## src/rtl/mirror_ctrl_regs.svh

```systemverilog
`ifndef MIRROR_CTRL_REGS_SVH
`define MIRROR_CTRL_REGS_SVH

// Register port word indices.
`define REG_CTRL        4'h0
`define REG_DRIVER      4'h1
`define REG_IRQ_STATUS  4'h2
`define REG_IRQ_ENABLE  4'h3
`define REG_IRQ_CLEAR   4'h4
`define REG_SERIAL_RX   4'h5
`define REG_SERIAL_TX   4'h6

// Control register fields.
`define CTRL_BIAS_BIT    0
`define CTRL_OFFSET_BIT  1
`define CTRL_NEG_BIT     2
`define CTRL_W           3
`define CTRL_RST         3'h0

// Interrupt status, enable and clear layout.
`define IRQ_STROBE_BIT   0
`define IRQ_CLEAR_BIT    1
`define IRQ_SERIAL_BIT   2
`define IRQ_W            3
`define IRQ_RST          3'h0

// Serial port word.
`define SER_W            8
`define SER_LAST_BIT     3'h7
`define SER_RST          8'h00

// Pin synchroniser vector width and its pull levels: only the output enable pulls up.
`define PIN_W            14
`define PIN_PULL_RST     14'h0800

`endif

```

## src/rtl/mirror_ctrl_pkg.sv

```systemverilog
`default_nettype none
package mirror_ctrl_pkg;

  typedef logic [3:0]  reg_addr_t;
  typedef logic [15:0] reg_data_t;

  typedef struct packed {
    logic [1:0] level;
    logic [1:0] mode;
    logic [3:0] addr;
  } driver_cmd_s;

  typedef struct packed {
    logic        strobe;
    logic        clear_n;
    logic        oe_n;
    logic        sclk;
    logic        sdi;
    logic        sen_n;
    driver_cmd_s cmd;
  } pin_in_s;

  typedef enum logic {
    FRAME_IDLE,
    FRAME_ACTIVE
  } frame_state_e;

endpackage
`default_nettype wire

```

## src/rtl/pin_sync.sv

```systemverilog
`default_nettype none
module pin_sync #(
  parameter int              WIDTH   = 1,
  parameter logic [WIDTH-1:0] RST_VAL = '0
) (
  // Clock and reset.
  input  wire logic             clk,
  input  wire logic             rst_b,
  // Asynchronous pins in, synchronised levels out.
  input  wire logic [WIDTH-1:0] d,
  output logic      [WIDTH-1:0] q
);

  logic [WIDTH-1:0] meta_r;
  logic [WIDTH-1:0] q_r;

  // The first stage feeds only the second stage.
  for (genvar i = 0; i < WIDTH; i++) begin : g_bit
    always_ff @(posedge clk or negedge rst_b) begin
      if (!rst_b) begin
        meta_r[i] <= RST_VAL[i];
        q_r[i]    <= RST_VAL[i];
      end else begin
        meta_r[i] <= d[i];
        q_r[i]    <= meta_r[i];
      end
    end
  end

  assign q = q_r;

endmodule
`default_nettype wire

```

## src/rtl/micromirror_reset_control_port.sv

```systemverilog
// Overview of operation
// - Address, mode and level are captured on strobe rising edges and held.
// - Driver address select is four bits choosing the targeted reset driver.
// - Driver mode select is two bits captured with the other controls.
// - Driver level select is two bits choosing the addressed driver level.
// - Driver outputs are enabled only while the output enable input is low.
// - An undriven output enable reads high, keeping driver outputs disabled.
// - Address, mode, level, strobe and clear inputs read low when undriven.
// - While clear is low all driver circuitry is forced to the offset state.
// - Serial clock only counts while serial enable is low.
// - Serial input data are sampled on serial clock rising edges.
// - Serial read data return on the serial output during enabled transfers.
// - Three active-high enables switch the bias, offset and negative regulators.
// - Interrupt output is driven low while an interrupt is pending; here only a pending source whose enable bit is set drives it low.
//
// Chosen here: strobed register access and the address map.
`include "mirror_ctrl_regs.svh"
`default_nettype none
module micromirror_reset_control_port (
  // System.
  input  wire logic                     sys_clk,
  input  wire logic                     rst_b,
  // Register port.
  input  wire mirror_ctrl_pkg::reg_addr_t reg_addr,
  input  wire mirror_ctrl_pkg::reg_data_t reg_wdata,
  input  wire logic                     reg_wr,
  input  wire logic                     reg_rd,
  output mirror_ctrl_pkg::reg_data_t    reg_rdata,
  // Reset driver control pins.
  input  wire logic [3:0]               driver_address,
  input  wire logic [1:0]               driver_mode,
  input  wire logic [1:0]               driver_level_select,
  input  wire logic                     driver_strobe,
  input  wire logic                     driver_output_enable_n,
  input  wire logic                     driver_clear_n,
  // Serial port pins.
  input  wire logic                     serial_port_clock,
  input  wire logic                     serial_port_data_in,
  input  wire logic                     serial_port_enable_n,
  output logic                          serial_port_data_out,
  // Reset driver state.
  output mirror_ctrl_pkg::driver_cmd_s  driver_cmd,
  output logic                          driver_outputs_on,
  output logic                          driver_offset_hold,
  // Regulator enables.
  output logic                          bias_supply_level_en,
  output logic                          offset_supply_level_en,
  output logic                          negative_supply_level_en,
  // Interrupt.
  output logic                          driver_interrupt_n
);

  import mirror_ctrl_pkg::*;

  pin_in_s pin_raw;
  pin_in_s pin_s;
  logic [`PIN_W-1:0] pin_bits;

  assign pin_raw = {driver_strobe, driver_clear_n, driver_output_enable_n, serial_port_clock,
                    serial_port_data_in, serial_port_enable_n, driver_level_select, driver_mode,
                    driver_address};

  // Synchroniser flops come out of reset at the pad pull levels.
  pin_sync #(
    .WIDTH   (`PIN_W),
    .RST_VAL (`PIN_PULL_RST)
  ) u_pin_sync (
    .clk   (sys_clk),
    .rst_b (rst_b),
    .d     (pin_raw),
    .q     (pin_bits)
  );

  assign pin_s = pin_bits;

  // Edge history of the synchronised pins.
  logic strobe_q_r;
  logic sclk_q_r;
  logic sen_n_q_r;
  logic clear_q_r;

  always_ff @(posedge sys_clk or negedge rst_b) begin
    if (!rst_b) begin
      strobe_q_r <= 1'b0;
      sclk_q_r   <= 1'b0;
      sen_n_q_r  <= 1'b0;
      clear_q_r  <= 1'b0;
    end else begin
      strobe_q_r <= pin_s.strobe;
      sclk_q_r   <= pin_s.sclk;
      sen_n_q_r  <= pin_s.sen_n;
      clear_q_r  <= pin_s.clear_n;
    end
  end

  logic strobe_rise;
  logic sclk_rise;
  logic sclk_fall;
  logic sen_fall;
  logic clear_fall;

  assign strobe_rise = pin_s.strobe & ~strobe_q_r;
  assign sclk_rise   = pin_s.sclk & ~sclk_q_r;
  assign sclk_fall   = ~pin_s.sclk & sclk_q_r;
  assign sen_fall    = ~pin_s.sen_n & sen_n_q_r;
  assign clear_fall  = ~pin_s.clear_n & clear_q_r;

  // Reset driver latch.
  driver_cmd_s cmd_r;
  driver_cmd_s cmd_nxt;
  logic        on_r;
  logic        on_nxt;
  logic        hold_r;
  logic        hold_nxt;

  always_comb begin
    cmd_nxt  = cmd_r;
    hold_nxt = ~pin_s.clear_n;
    on_nxt   = ~pin_s.oe_n & pin_s.clear_n;
    if (!pin_s.clear_n) begin
      cmd_nxt = '0;
    end else if (strobe_rise) begin
      cmd_nxt = pin_s.cmd;
    end
  end

  always_ff @(posedge sys_clk or negedge rst_b) begin
    if (!rst_b) begin
      cmd_r  <= '0;
      on_r   <= 1'b0;
      hold_r <= 1'b1;
    end else begin
      cmd_r  <= cmd_nxt;
      on_r   <= on_nxt;
      hold_r <= hold_nxt;
    end
  end

  // Serial port engine.
  frame_state_e     state_r;
  frame_state_e     state_nxt;
  logic [2:0]       bit_cnt_r;
  logic [2:0]       bit_cnt_nxt;
  logic [`SER_W-1:0] rx_shift_r;
  logic [`SER_W-1:0] rx_shift_nxt;
  logic [`SER_W-1:0] rx_word_r;
  logic [`SER_W-1:0] rx_word_nxt;
  logic [`SER_W-1:0] tx_shift_r;
  logic [`SER_W-1:0] tx_shift_nxt;
  logic             reload_r;
  logic             reload_nxt;
  logic             sdo_r;
  logic             sdo_nxt;
  logic             rx_done;
  logic [`SER_W-1:0] tx_reg_r;

  always_comb begin
    state_nxt    = state_r;
    bit_cnt_nxt  = bit_cnt_r;
    rx_shift_nxt = rx_shift_r;
    rx_word_nxt  = rx_word_r;
    tx_shift_nxt = tx_shift_r;
    reload_nxt   = reload_r;
    rx_done      = 1'b0;
    case (state_r)
      FRAME_IDLE: begin
        // Clock edges outside a frame are ignored.
        if (sen_fall) begin
          state_nxt    = FRAME_ACTIVE;
          bit_cnt_nxt  = 3'h0;
          tx_shift_nxt = tx_reg_r;
          reload_nxt   = 1'b0;
        end
      end
      FRAME_ACTIVE: begin
        if (pin_s.sen_n) begin
          state_nxt = FRAME_IDLE;
        end else if (sclk_rise) begin
          rx_shift_nxt = {rx_shift_r[`SER_W-2:0], pin_s.sdi};
          bit_cnt_nxt  = bit_cnt_r + 3'h1;
          if (bit_cnt_r == `SER_LAST_BIT) begin
            rx_word_nxt = {rx_shift_r[`SER_W-2:0], pin_s.sdi};
            rx_done     = 1'b1;
            reload_nxt  = 1'b1;
          end
        end else if (sclk_fall) begin
          // Shifting on the falling edge gives the controller half a period of setup.
          tx_shift_nxt = reload_r ? tx_reg_r : {tx_shift_r[`SER_W-2:0], 1'b0};
          reload_nxt   = 1'b0;
        end
      end
      default: begin
        state_nxt = FRAME_IDLE;
      end
    endcase
    sdo_nxt = (state_nxt == FRAME_ACTIVE) ? tx_shift_nxt[`SER_W-1] : 1'b0;
  end

  always_ff @(posedge sys_clk or negedge rst_b) begin
    if (!rst_b) begin
      state_r    <= FRAME_IDLE;
      bit_cnt_r  <= 3'h0;
      rx_shift_r <= `SER_RST;
      rx_word_r  <= `SER_RST;
      tx_shift_r <= `SER_RST;
      reload_r   <= 1'b0;
      sdo_r      <= 1'b0;
    end else begin
      state_r    <= state_nxt;
      bit_cnt_r  <= bit_cnt_nxt;
      rx_shift_r <= rx_shift_nxt;
      rx_word_r  <= rx_word_nxt;
      tx_shift_r <= tx_shift_nxt;
      reload_r   <= reload_nxt;
      sdo_r      <= sdo_nxt;
    end
  end

  // Register file and interrupts.
  logic [`CTRL_W-1:0] ctrl_r;
  logic [`CTRL_W-1:0] ctrl_nxt;
  logic [`IRQ_W-1:0]  irq_en_r;
  logic [`IRQ_W-1:0]  irq_en_nxt;
  logic [`IRQ_W-1:0]  irq_stat_r;
  logic [`IRQ_W-1:0]  irq_stat_nxt;
  logic [`IRQ_W-1:0]  irq_set;
  logic [`IRQ_W-1:0]  irq_clr;
  logic [`SER_W-1:0]  tx_reg_nxt;
  reg_data_t          rdata_r;
  reg_data_t          rdata_nxt;
  logic               irq_n_r;
  logic               irq_n_nxt;

  always_comb begin
    ctrl_nxt   = ctrl_r;
    irq_en_nxt = irq_en_r;
    tx_reg_nxt = tx_reg_r;
    irq_clr    = '0;
    rdata_nxt  = '0;
    if (reg_wr) begin
      case (reg_addr)
        `REG_CTRL:       ctrl_nxt   = reg_wdata[`CTRL_W-1:0];
        `REG_IRQ_ENABLE: irq_en_nxt = reg_wdata[`IRQ_W-1:0];
        `REG_IRQ_CLEAR:  irq_clr    = reg_wdata[`IRQ_W-1:0];
        `REG_SERIAL_TX:  tx_reg_nxt = reg_wdata[`SER_W-1:0];
        default:         ctrl_nxt   = ctrl_r;
      endcase
    end
    if (reg_rd) begin
      case (reg_addr)
        `REG_CTRL:       rdata_nxt = {13'h0000, ctrl_r};
        `REG_DRIVER:     rdata_nxt = {6'h00, hold_r, on_r, cmd_r};
        `REG_IRQ_STATUS: rdata_nxt = {13'h0000, irq_stat_r};
        `REG_IRQ_ENABLE: rdata_nxt = {13'h0000, irq_en_r};
        `REG_SERIAL_RX:  rdata_nxt = {8'h00, rx_word_r};
        `REG_SERIAL_TX:  rdata_nxt = {8'h00, tx_reg_r};
        default:         rdata_nxt = 16'h0000;
      endcase
    end
    irq_set = '0;
    irq_set[`IRQ_STROBE_BIT] = strobe_rise & pin_s.clear_n;
    irq_set[`IRQ_CLEAR_BIT]  = clear_fall;
    irq_set[`IRQ_SERIAL_BIT] = rx_done;
    // A new event outranks a clear written in the same cycle.
    irq_stat_nxt = (irq_stat_r & ~irq_clr) | irq_set;
    irq_n_nxt    = ~|(irq_stat_nxt & irq_en_nxt);
  end

  always_ff @(posedge sys_clk or negedge rst_b) begin
    if (!rst_b) begin
      ctrl_r     <= `CTRL_RST;
      irq_en_r   <= `IRQ_RST;
      irq_stat_r <= `IRQ_RST;
      tx_reg_r   <= `SER_RST;
      rdata_r    <= 16'h0000;
      irq_n_r    <= 1'b1;
    end else begin
      ctrl_r     <= ctrl_nxt;
      irq_en_r   <= irq_en_nxt;
      irq_stat_r <= irq_stat_nxt;
      tx_reg_r   <= tx_reg_nxt;
      rdata_r    <= rdata_nxt;
      irq_n_r    <= irq_n_nxt;
    end
  end

  assign reg_rdata                = rdata_r;
  assign serial_port_data_out     = sdo_r;
  assign driver_cmd               = cmd_r;
  assign driver_outputs_on        = on_r;
  assign driver_offset_hold       = hold_r;
  assign bias_supply_level_en     = ctrl_r[`CTRL_BIAS_BIT];
  assign offset_supply_level_en   = ctrl_r[`CTRL_OFFSET_BIT];
  assign negative_supply_level_en = ctrl_r[`CTRL_NEG_BIT];
  assign driver_interrupt_n       = irq_n_r;
endmodule
`default_nettype wire

```

## config.mk

```make
export PLATFORM = sky130hd
export DESIGN_NAME = micromirror_reset_control_port
export DESIGN_NICKNAME = d
export VERILOG_FILES = /design/src/rtl/mirror_ctrl_pkg.sv /design/src/rtl/pin_sync.sv /design/src/rtl/micromirror_reset_control_port.sv
export VERILOG_INCLUDE_DIRS = /design/src /design/src/rtl
export SDC_FILE = /design/constraint.sdc
export NUM_CORES = 1
export LEC_CHECK = 0
export BUFFER_PORTS_ARGS = -buffer_cell sky130_fd_sc_hd__buf_2
export CAP_MARGIN = 10
export CORE_MARGIN = 8
export CORE_UTILIZATION = 35
export CTS_BUF_LIST = sky130_fd_sc_hd__clkbuf_4 sky130_fd_sc_hd__clkbuf_8
export DETAILED_ROUTE_END_ITERATION = 8
export PLACE_DENSITY = 0.51
export RECOVER_POWER = 100
export SLEW_MARGIN = 5
export SYNTH_ARGS = -nofsm -noshare
export SYNTH_HDL_FRONTEND = slang
export SYNTH_SLANG_ARGS = --single-unit
```

## constraint.sdc

```tcl
create_clock -name sys_clk -period 1.93 [get_ports sys_clk]
set_clock_uncertainty 0.15 [all_clocks]
set_input_delay 0.0965 -clock sys_clk [delete_from_list [all_inputs] [get_ports sys_clk]]
set_output_delay 0.0965 -clock sys_clk [all_outputs]
set_load 0.05 [all_outputs]
```

## Word level (Yosys, flattened, before mapping)

Cells that the tools add are included.

| cells by class | value |
|---|---|
| bitwise gates (word level) | 18 |
| eq/ne operators | 15 |
| add/sub/neg operators | 1 |
| mux-type cells | 32 |
| reduce and logical (&&, ||, !) cells | 10 |

Operator list:

| operator | number |
|---|---|
| 10-bit case mux with 6 select lines | 1 |
| 8-bit two-way mux | 7 |
| 3-bit two-way mux | 7 |
| 8-bit case mux with 2 select lines | 1 |
| 4-bit by 3-bit == test with 1-bit output (second input constant) | 3 |
| 1-bit two-way mux | 12 |
| 2-bit inequality test (second input constant) | 6 |
| 4-bit AND reduction | 3 |
| 10-bit two-way mux | 1 |
| 4-bit by 2-bit == test with 1-bit output (second input constant) | 2 |
| 1-bit bitwise AND | 7 |
| 1-bit NOT | 7 |
| 3-bit bitwise AND | 2 |
| 3-bit case mux with 2 select lines | 1 |
| 3-bit AND reduction | 2 |
| 4-bit by 1-bit == test with 1-bit output (second input constant) | 1 |
| 4-bit logical NOT | 1 |
| 1-bit case mux with 2 select lines | 2 |
| 2-bit AND reduction | 2 |
| 3-bit by 1-bit adder with 3-bit output (second input constant) | 1 |
| 3-bit == test (second input constant) | 1 |
| 3-bit by 2-bit inequality test with 1-bit output (second input constant) | 1 |
| 3-bit inequality test (second input constant) | 1 |
| 3-bit NOT | 1 |
| other kinds (3) | 3 |

| storage, ports and cells | value |
|---|---|
| input bits | 38 |
| output and inout bits | 31 |
| flip-flop bits (word level) | 105 |

## Logic depth before layout (Yosys ltp)

| depth | value |
|---|---|
| depth in word-level cells | 9 |
| depth in mapped cells | 7 |
| depth with buffers taken out | 6 |

## Hierarchy

A second synthesis with hierarchy kept.

| unflattened totals | value |
|---|---|
| cells, all modules | 286 |
| area, all modules | 3828.7 um^2 |

Modules (own cells, without submodules):

| module | cells each | instances | area an instance (um^2) | seq. area each (um^2) |
|---|---|---|---|---|
| micromirror_reset_control_port | 258 | 1 | 3125.5 | 1779.2 |
| pin_sync | 28 | 1 | 703.2 | 703.2 |

## Worst setup path before layout

OpenSTA, ideal clock, no wires.

| timing | value |
|---|---|
| path kind | register to register |
| start | register sclk_q_r |
| end | register rx_word_r[0] |
| period minus slack after synthesis | 1644 ps |
| required time | 1653 ps |
| setup slack | 286 ps |
| path buffers | 1 |
| data arrival time | 1366 ps |
| cell stages (with the launch flop) | 6 |
| cell sequence | dfrtp_1 > inv_1 > ha_1 > clkbuf_1 > nand3_1 > mux2_1 |

| between the ends | value |
|---|---|
| word-level cells in the longest chain between the ends | 3 |

RTL lines:

| element | line | text |
|---|---|---|
| start, declared | micromirror_reset_control_port.sv:78 | `logic sclk_q_r;` |
| start signal, assigned | micromirror_reset_control_port.sv:90 | `sclk_q_r <= pin_s.sclk;` |
| 1-bit NOT | micromirror_reset_control_port.sv:103 | `assign sclk_rise = pin_s.sclk & ~sclk_q_r;` |
| 1-bit bitwise AND | micromirror_reset_control_port.sv:103 |  |
| 4-bit AND reduction (no line) | n/a |  |
| end signal, assigned | micromirror_reset_control_port.sv:204 | `` rx_word_r <= `SER_RST; `` |
| end signal, assigned | micromirror_reset_control_port.sv:212 | `rx_word_r <= rx_word_nxt;` |
| end, declared | micromirror_reset_control_port.sv:146 | `` logic [`SER_W-1:0] rx_word_r; `` |

No other way between the ends.
A chain may end at the register's enable or synchronous reset.

## Worst setup path in the final report

| timing | value |
|---|---|
| start | input port reg_addr[1] |
| end | register tx_reg_r[5] |

| between the ends | value |
|---|---|
| word-level cells in the longest chain between the ends | 2 |

RTL lines:

| element | line | text |
|---|---|---|
| start, declared | micromirror_reset_control_port.sv:24 | `input wire mirror_ctrl_pkg::reg_addr_t reg_addr,` |
| 4-bit by 3-bit == test with 1-bit output | micromirror_reset_control_port.sv:241 | `case (reg_addr)` |
| 2-bit AND reduction (no line) | n/a |  |
| end signal, assigned | micromirror_reset_control_port.sv:274 | `` tx_reg_r <= `SER_RST; `` |
| end signal, assigned | micromirror_reset_control_port.sv:281 | `tx_reg_r <= tx_reg_nxt;` |
| end, declared | micromirror_reset_control_port.sv:155 | `` logic [`SER_W-1:0] tx_reg_r; `` |

No other way between the ends.

==> out/metrics.cfg <==
[detailed_routing]
wl_mm=8.22
overall_via_count_from_detail_route=2414
remaining_drc_errors=0
antenna_viol_nets_final=0
post_drt_wl_per_cell_um=15.5
via_per_inst=4.56
first_pass_iters=4
drt-initial-drc-count=99

[clock_network]
tritoncts_num_sinks=99
cts_post_setup_buffers_inserted=0
cts.clk_slew.worst_paths_ns=0.09
cts_inserted_buffers=9
tritoncts=yes
clockRootBuffer=sky130_fd_sc_hd__clkbuf_8
post_cts_hold_buffer_count=27
insertion_delay_of_the_later_clocked_pin_in_the_worst_skew_pair_ns=0.36
ctsHtreeMaxLevel=3
cts_repair_resize_count=0
cts.path.max_buffers=2

[grt]
grt_pass1_wl_mm=13.7
gr-usage-all-layers_pct=12.0
globalRoute.totalOverflow=0
antenna_found_initial=1
first_global_vias=2606
grt_max_degree=48

[final_layout]
area_growth_syn_to_layout_pct=22.0
layout.cells.most_common=sky130_fd_sc_hd__dfrtp_1
final_area_um2=4720
final_layout_size_suffix_gt1_share_pct=19.3
fin_cells=529
utilization_pct=43.8
num_antenna_cells=0
design.final.nets=426
layout_common_cells=sky130_fd_sc_hd__dfrtp_1, sky130_fd_sc_hd__clkbuf_1, sky130_fd_sc_hd__nand2_1

[yosys]
synthArstFlopShare_pct=100
synthCells=289
synth_sequential_area_ratio_pct=64.1
yosys.area.top_type=sky130_fd_sc_hd__dfrtp_1
count_of_flip_flops_with_a_built_in_enable_after_synthesis=0
synth_cell_types=44
postSynthRegisterBits=99
post-synth-top-area-fraction_pct=61.4
synth_warn=0
synth.area.top_cells=sky130_fd_sc_hd__dfrtp_1, sky130_fd_sc_hd__mux2_1, sky130_fd_sc_hd__mux2_4
synth.avg_cell_area_um2=13.4
post_synth_instance_area_um2=3870
ys.flop_type=sky130_fd_sc_hd__dfrtp_1

[placed_design]
gp_congestion=0.719
dpl.cell_count=486
placed_inst_area_um2=4380
placement.io_buffers=54
hpwl_mm=6.04

[critical_path]
reg2regPathDepth=5
crit_arrival_ns=1.92
cp_max_fo=12
rr_endpoint=rx_word_r[2]$_DFFE_PN0P_
critical_path_class=in -> reg
worstSetupEndpointType=flip-flop
reg2reg_slack_ns=0.13
worst_r2r_startpoint=bit_cnt_r[0]$_DFFE_PN0P_
cp-start-kind=primary input
data_required_time_at_the_worst_endpoint_ns=2.02

[power]
power_frac_comb_pct=15.4
leakage_nw=2.20
p_int_mw=3.05
fraction_of_power_spent_switching_nets_pct=28.3
clockPowerShare_pct=27.5
powerDensity_nw_per_um2=900
netSwitchingPower_mw=1.20
power_frac_seq_pct=57.1
ir_drop_worst_case_vdd_v=0.000467

[sta]
max_slew_margin_pct=36.2
timing.final.crit_period_ns=1.84
final-hold-violation-count=0
hold_slack_ns=0.00965
clock.fmax_mhz=545
unrepaired_setup_endpoints_after_global_routing=no
final_setup_violation_count=0
totalNegativeSetupSlack_ns=0
finalCritPeriodShare_pct=95.1
timing_max_transition_violations_final=0
pin_slew_with_the_least_headroom_to_its_limit_ns=0.957

[floorplan]
design.core.area_um2=10800
die_width_um=121
ioPinCount=69
initial_core_utilization_pct=35.9
die_h_um=121
floorplan.rows=38
fp.dieArea_um2=14700

[flow_run]
max_cap_violations=0

[min_path]
hold_path.class=in -> async

[run_status]
status=finished, final reports clean

==> stage by stage <==
step	setup WS (ns)	total power, mW
4_1_cts	0.105	4.36
3_5_place_dp	0.189	3.12
2_1_floorplan	0.286	2.88
5_1_grt	0.0146	4.48
3_3_place_gp	0.204	3.11
6_report	0.0941	4.25
==> logic make-up (layout without fill, tap and decap cells) <==
family | after synthesis | after routing | synth area share [%]
flip-flops | 99 | 99 | 64.1
other | 1 | 6 | 0.0969
AND/OR/NAND/NOR | 69 | 69 | 8.99
AO/OA/AOI/OAI | 49 | 49 | 8.79
buffers and inverters | 25 | 120 | 3.33
multiplexers | 42 | 42 | 13.4
adder cells (fa/ha/maj) | 4 | 4 | 1.29
==> critical path, stage by stage <==
cell                            delay [ns]
sky130_fd_sc_hd__dlygate4sd3_1        0.54
sky130_fd_sc_hd__buf_2                0.22
sky130_fd_sc_hd__nor2b_2              0.25
sky130_fd_sc_hd__and2_1               0.18
sky130_fd_sc_hd__and3_4               0.31
sky130_fd_sc_hd__mux2_4               0.32
==> Yosys cell counts, types with 4 or more instances <==
cell	instances
sky130_fd_sc_hd__inv_1	8
sky130_fd_sc_hd__a22o_1	7
sky130_fd_sc_hd__a22oi_1	11
sky130_fd_sc_hd__o21ai_0	6
sky130_fd_sc_hd__nand2_1	32
sky130_fd_sc_hd__mux2_2	4
sky130_fd_sc_hd__ha_1	4
sky130_fd_sc_hd__buf_4	6
sky130_fd_sc_hd__nand2b_1	7
sky130_fd_sc_hd__dfstp_2	4
sky130_fd_sc_hd__nor2_1	12
sky130_fd_sc_hd__clkbuf_1	6
sky130_fd_sc_hd__a21oi_1	11
sky130_fd_sc_hd__mux2i_1	4
sky130_fd_sc_hd__mux2_4	10
sky130_fd_sc_hd__dfrtp_1	95
sky130_fd_sc_hd__buf_2	4
sky130_fd_sc_hd__mux2_1	23
==> worst max path at each step <==
stage,start,to,depth (start not counted)
after floorplan,sclk_q_r$_DFF_PN0_,rx_word_r[0]$_DFFE_PN0P_,5
after detailed placement,u_pin_sync.q[10]$_DFF_PN0_,tx_shift_r[1]$_DFFE_PN0P_,5
after CTS,reg_addr[2],driver_interrupt_n$_DFF_PN1_,6
final,reg_addr[1],tx_reg_r[5]$_DFFE_PN0P_,6
after global routing,u_pin_sync.q[10]$_DFF_PN0_,tx_shift_r[4]$_DFFE_PN0P_,5
after global placement,u_pin_sync.q[10]$_DFF_PN0_,tx_shift_r[5]$_DFFE_PN0P_,5
==> flip-flops by register name (all words and copies together), names as in the netlist, 3 cells and up <==
name	count
driver_cmd	8
irq_stat_r	3
u_pin_sync.meta_r	14
rx_word_r	8
reg_rdata	10
irq_en_r	3
ctrl_r	3
rx_shift_r	7
tx_shift_r	8
tx_reg_r	8
bit_cnt_r	3
u_pin_sync.q	14
==> cell type report <==
class,instances,area (um2)
fill,1019,6070
sequential,99,2480
multi-input combinational,170,1270
timing repair buffer,96,592
tap,140,175
clock buffer,11,139
clock inverter,5,30.0
inverter,8,30.0
==> layer usage <==
metal  up-vias  part of all wire (%)  global-route usage (%)
li1       1188                     -                       -
met1      1162                    47                    15.3
met2        51                    46                    18.3
met3        11                   5.7                    4.51
met4         2                   1.3                    4.24
met5         -                  0.16                       0
==> power by group through the flow <==
stage	Combinational [mW]	Clock (mW)	Sequential [mW]
3_5_place_dp	0.652	0	2.47
4_1_cts	0.698	1.23	2.43
5_1_grt	0.723	1.30	2.46
6_report	0.657	1.17	2.43
2_1_floorplan	0.331	0	2.55
3_3_place_gp	0.643	0	2.47
Power figures use the tool's default switching activity.
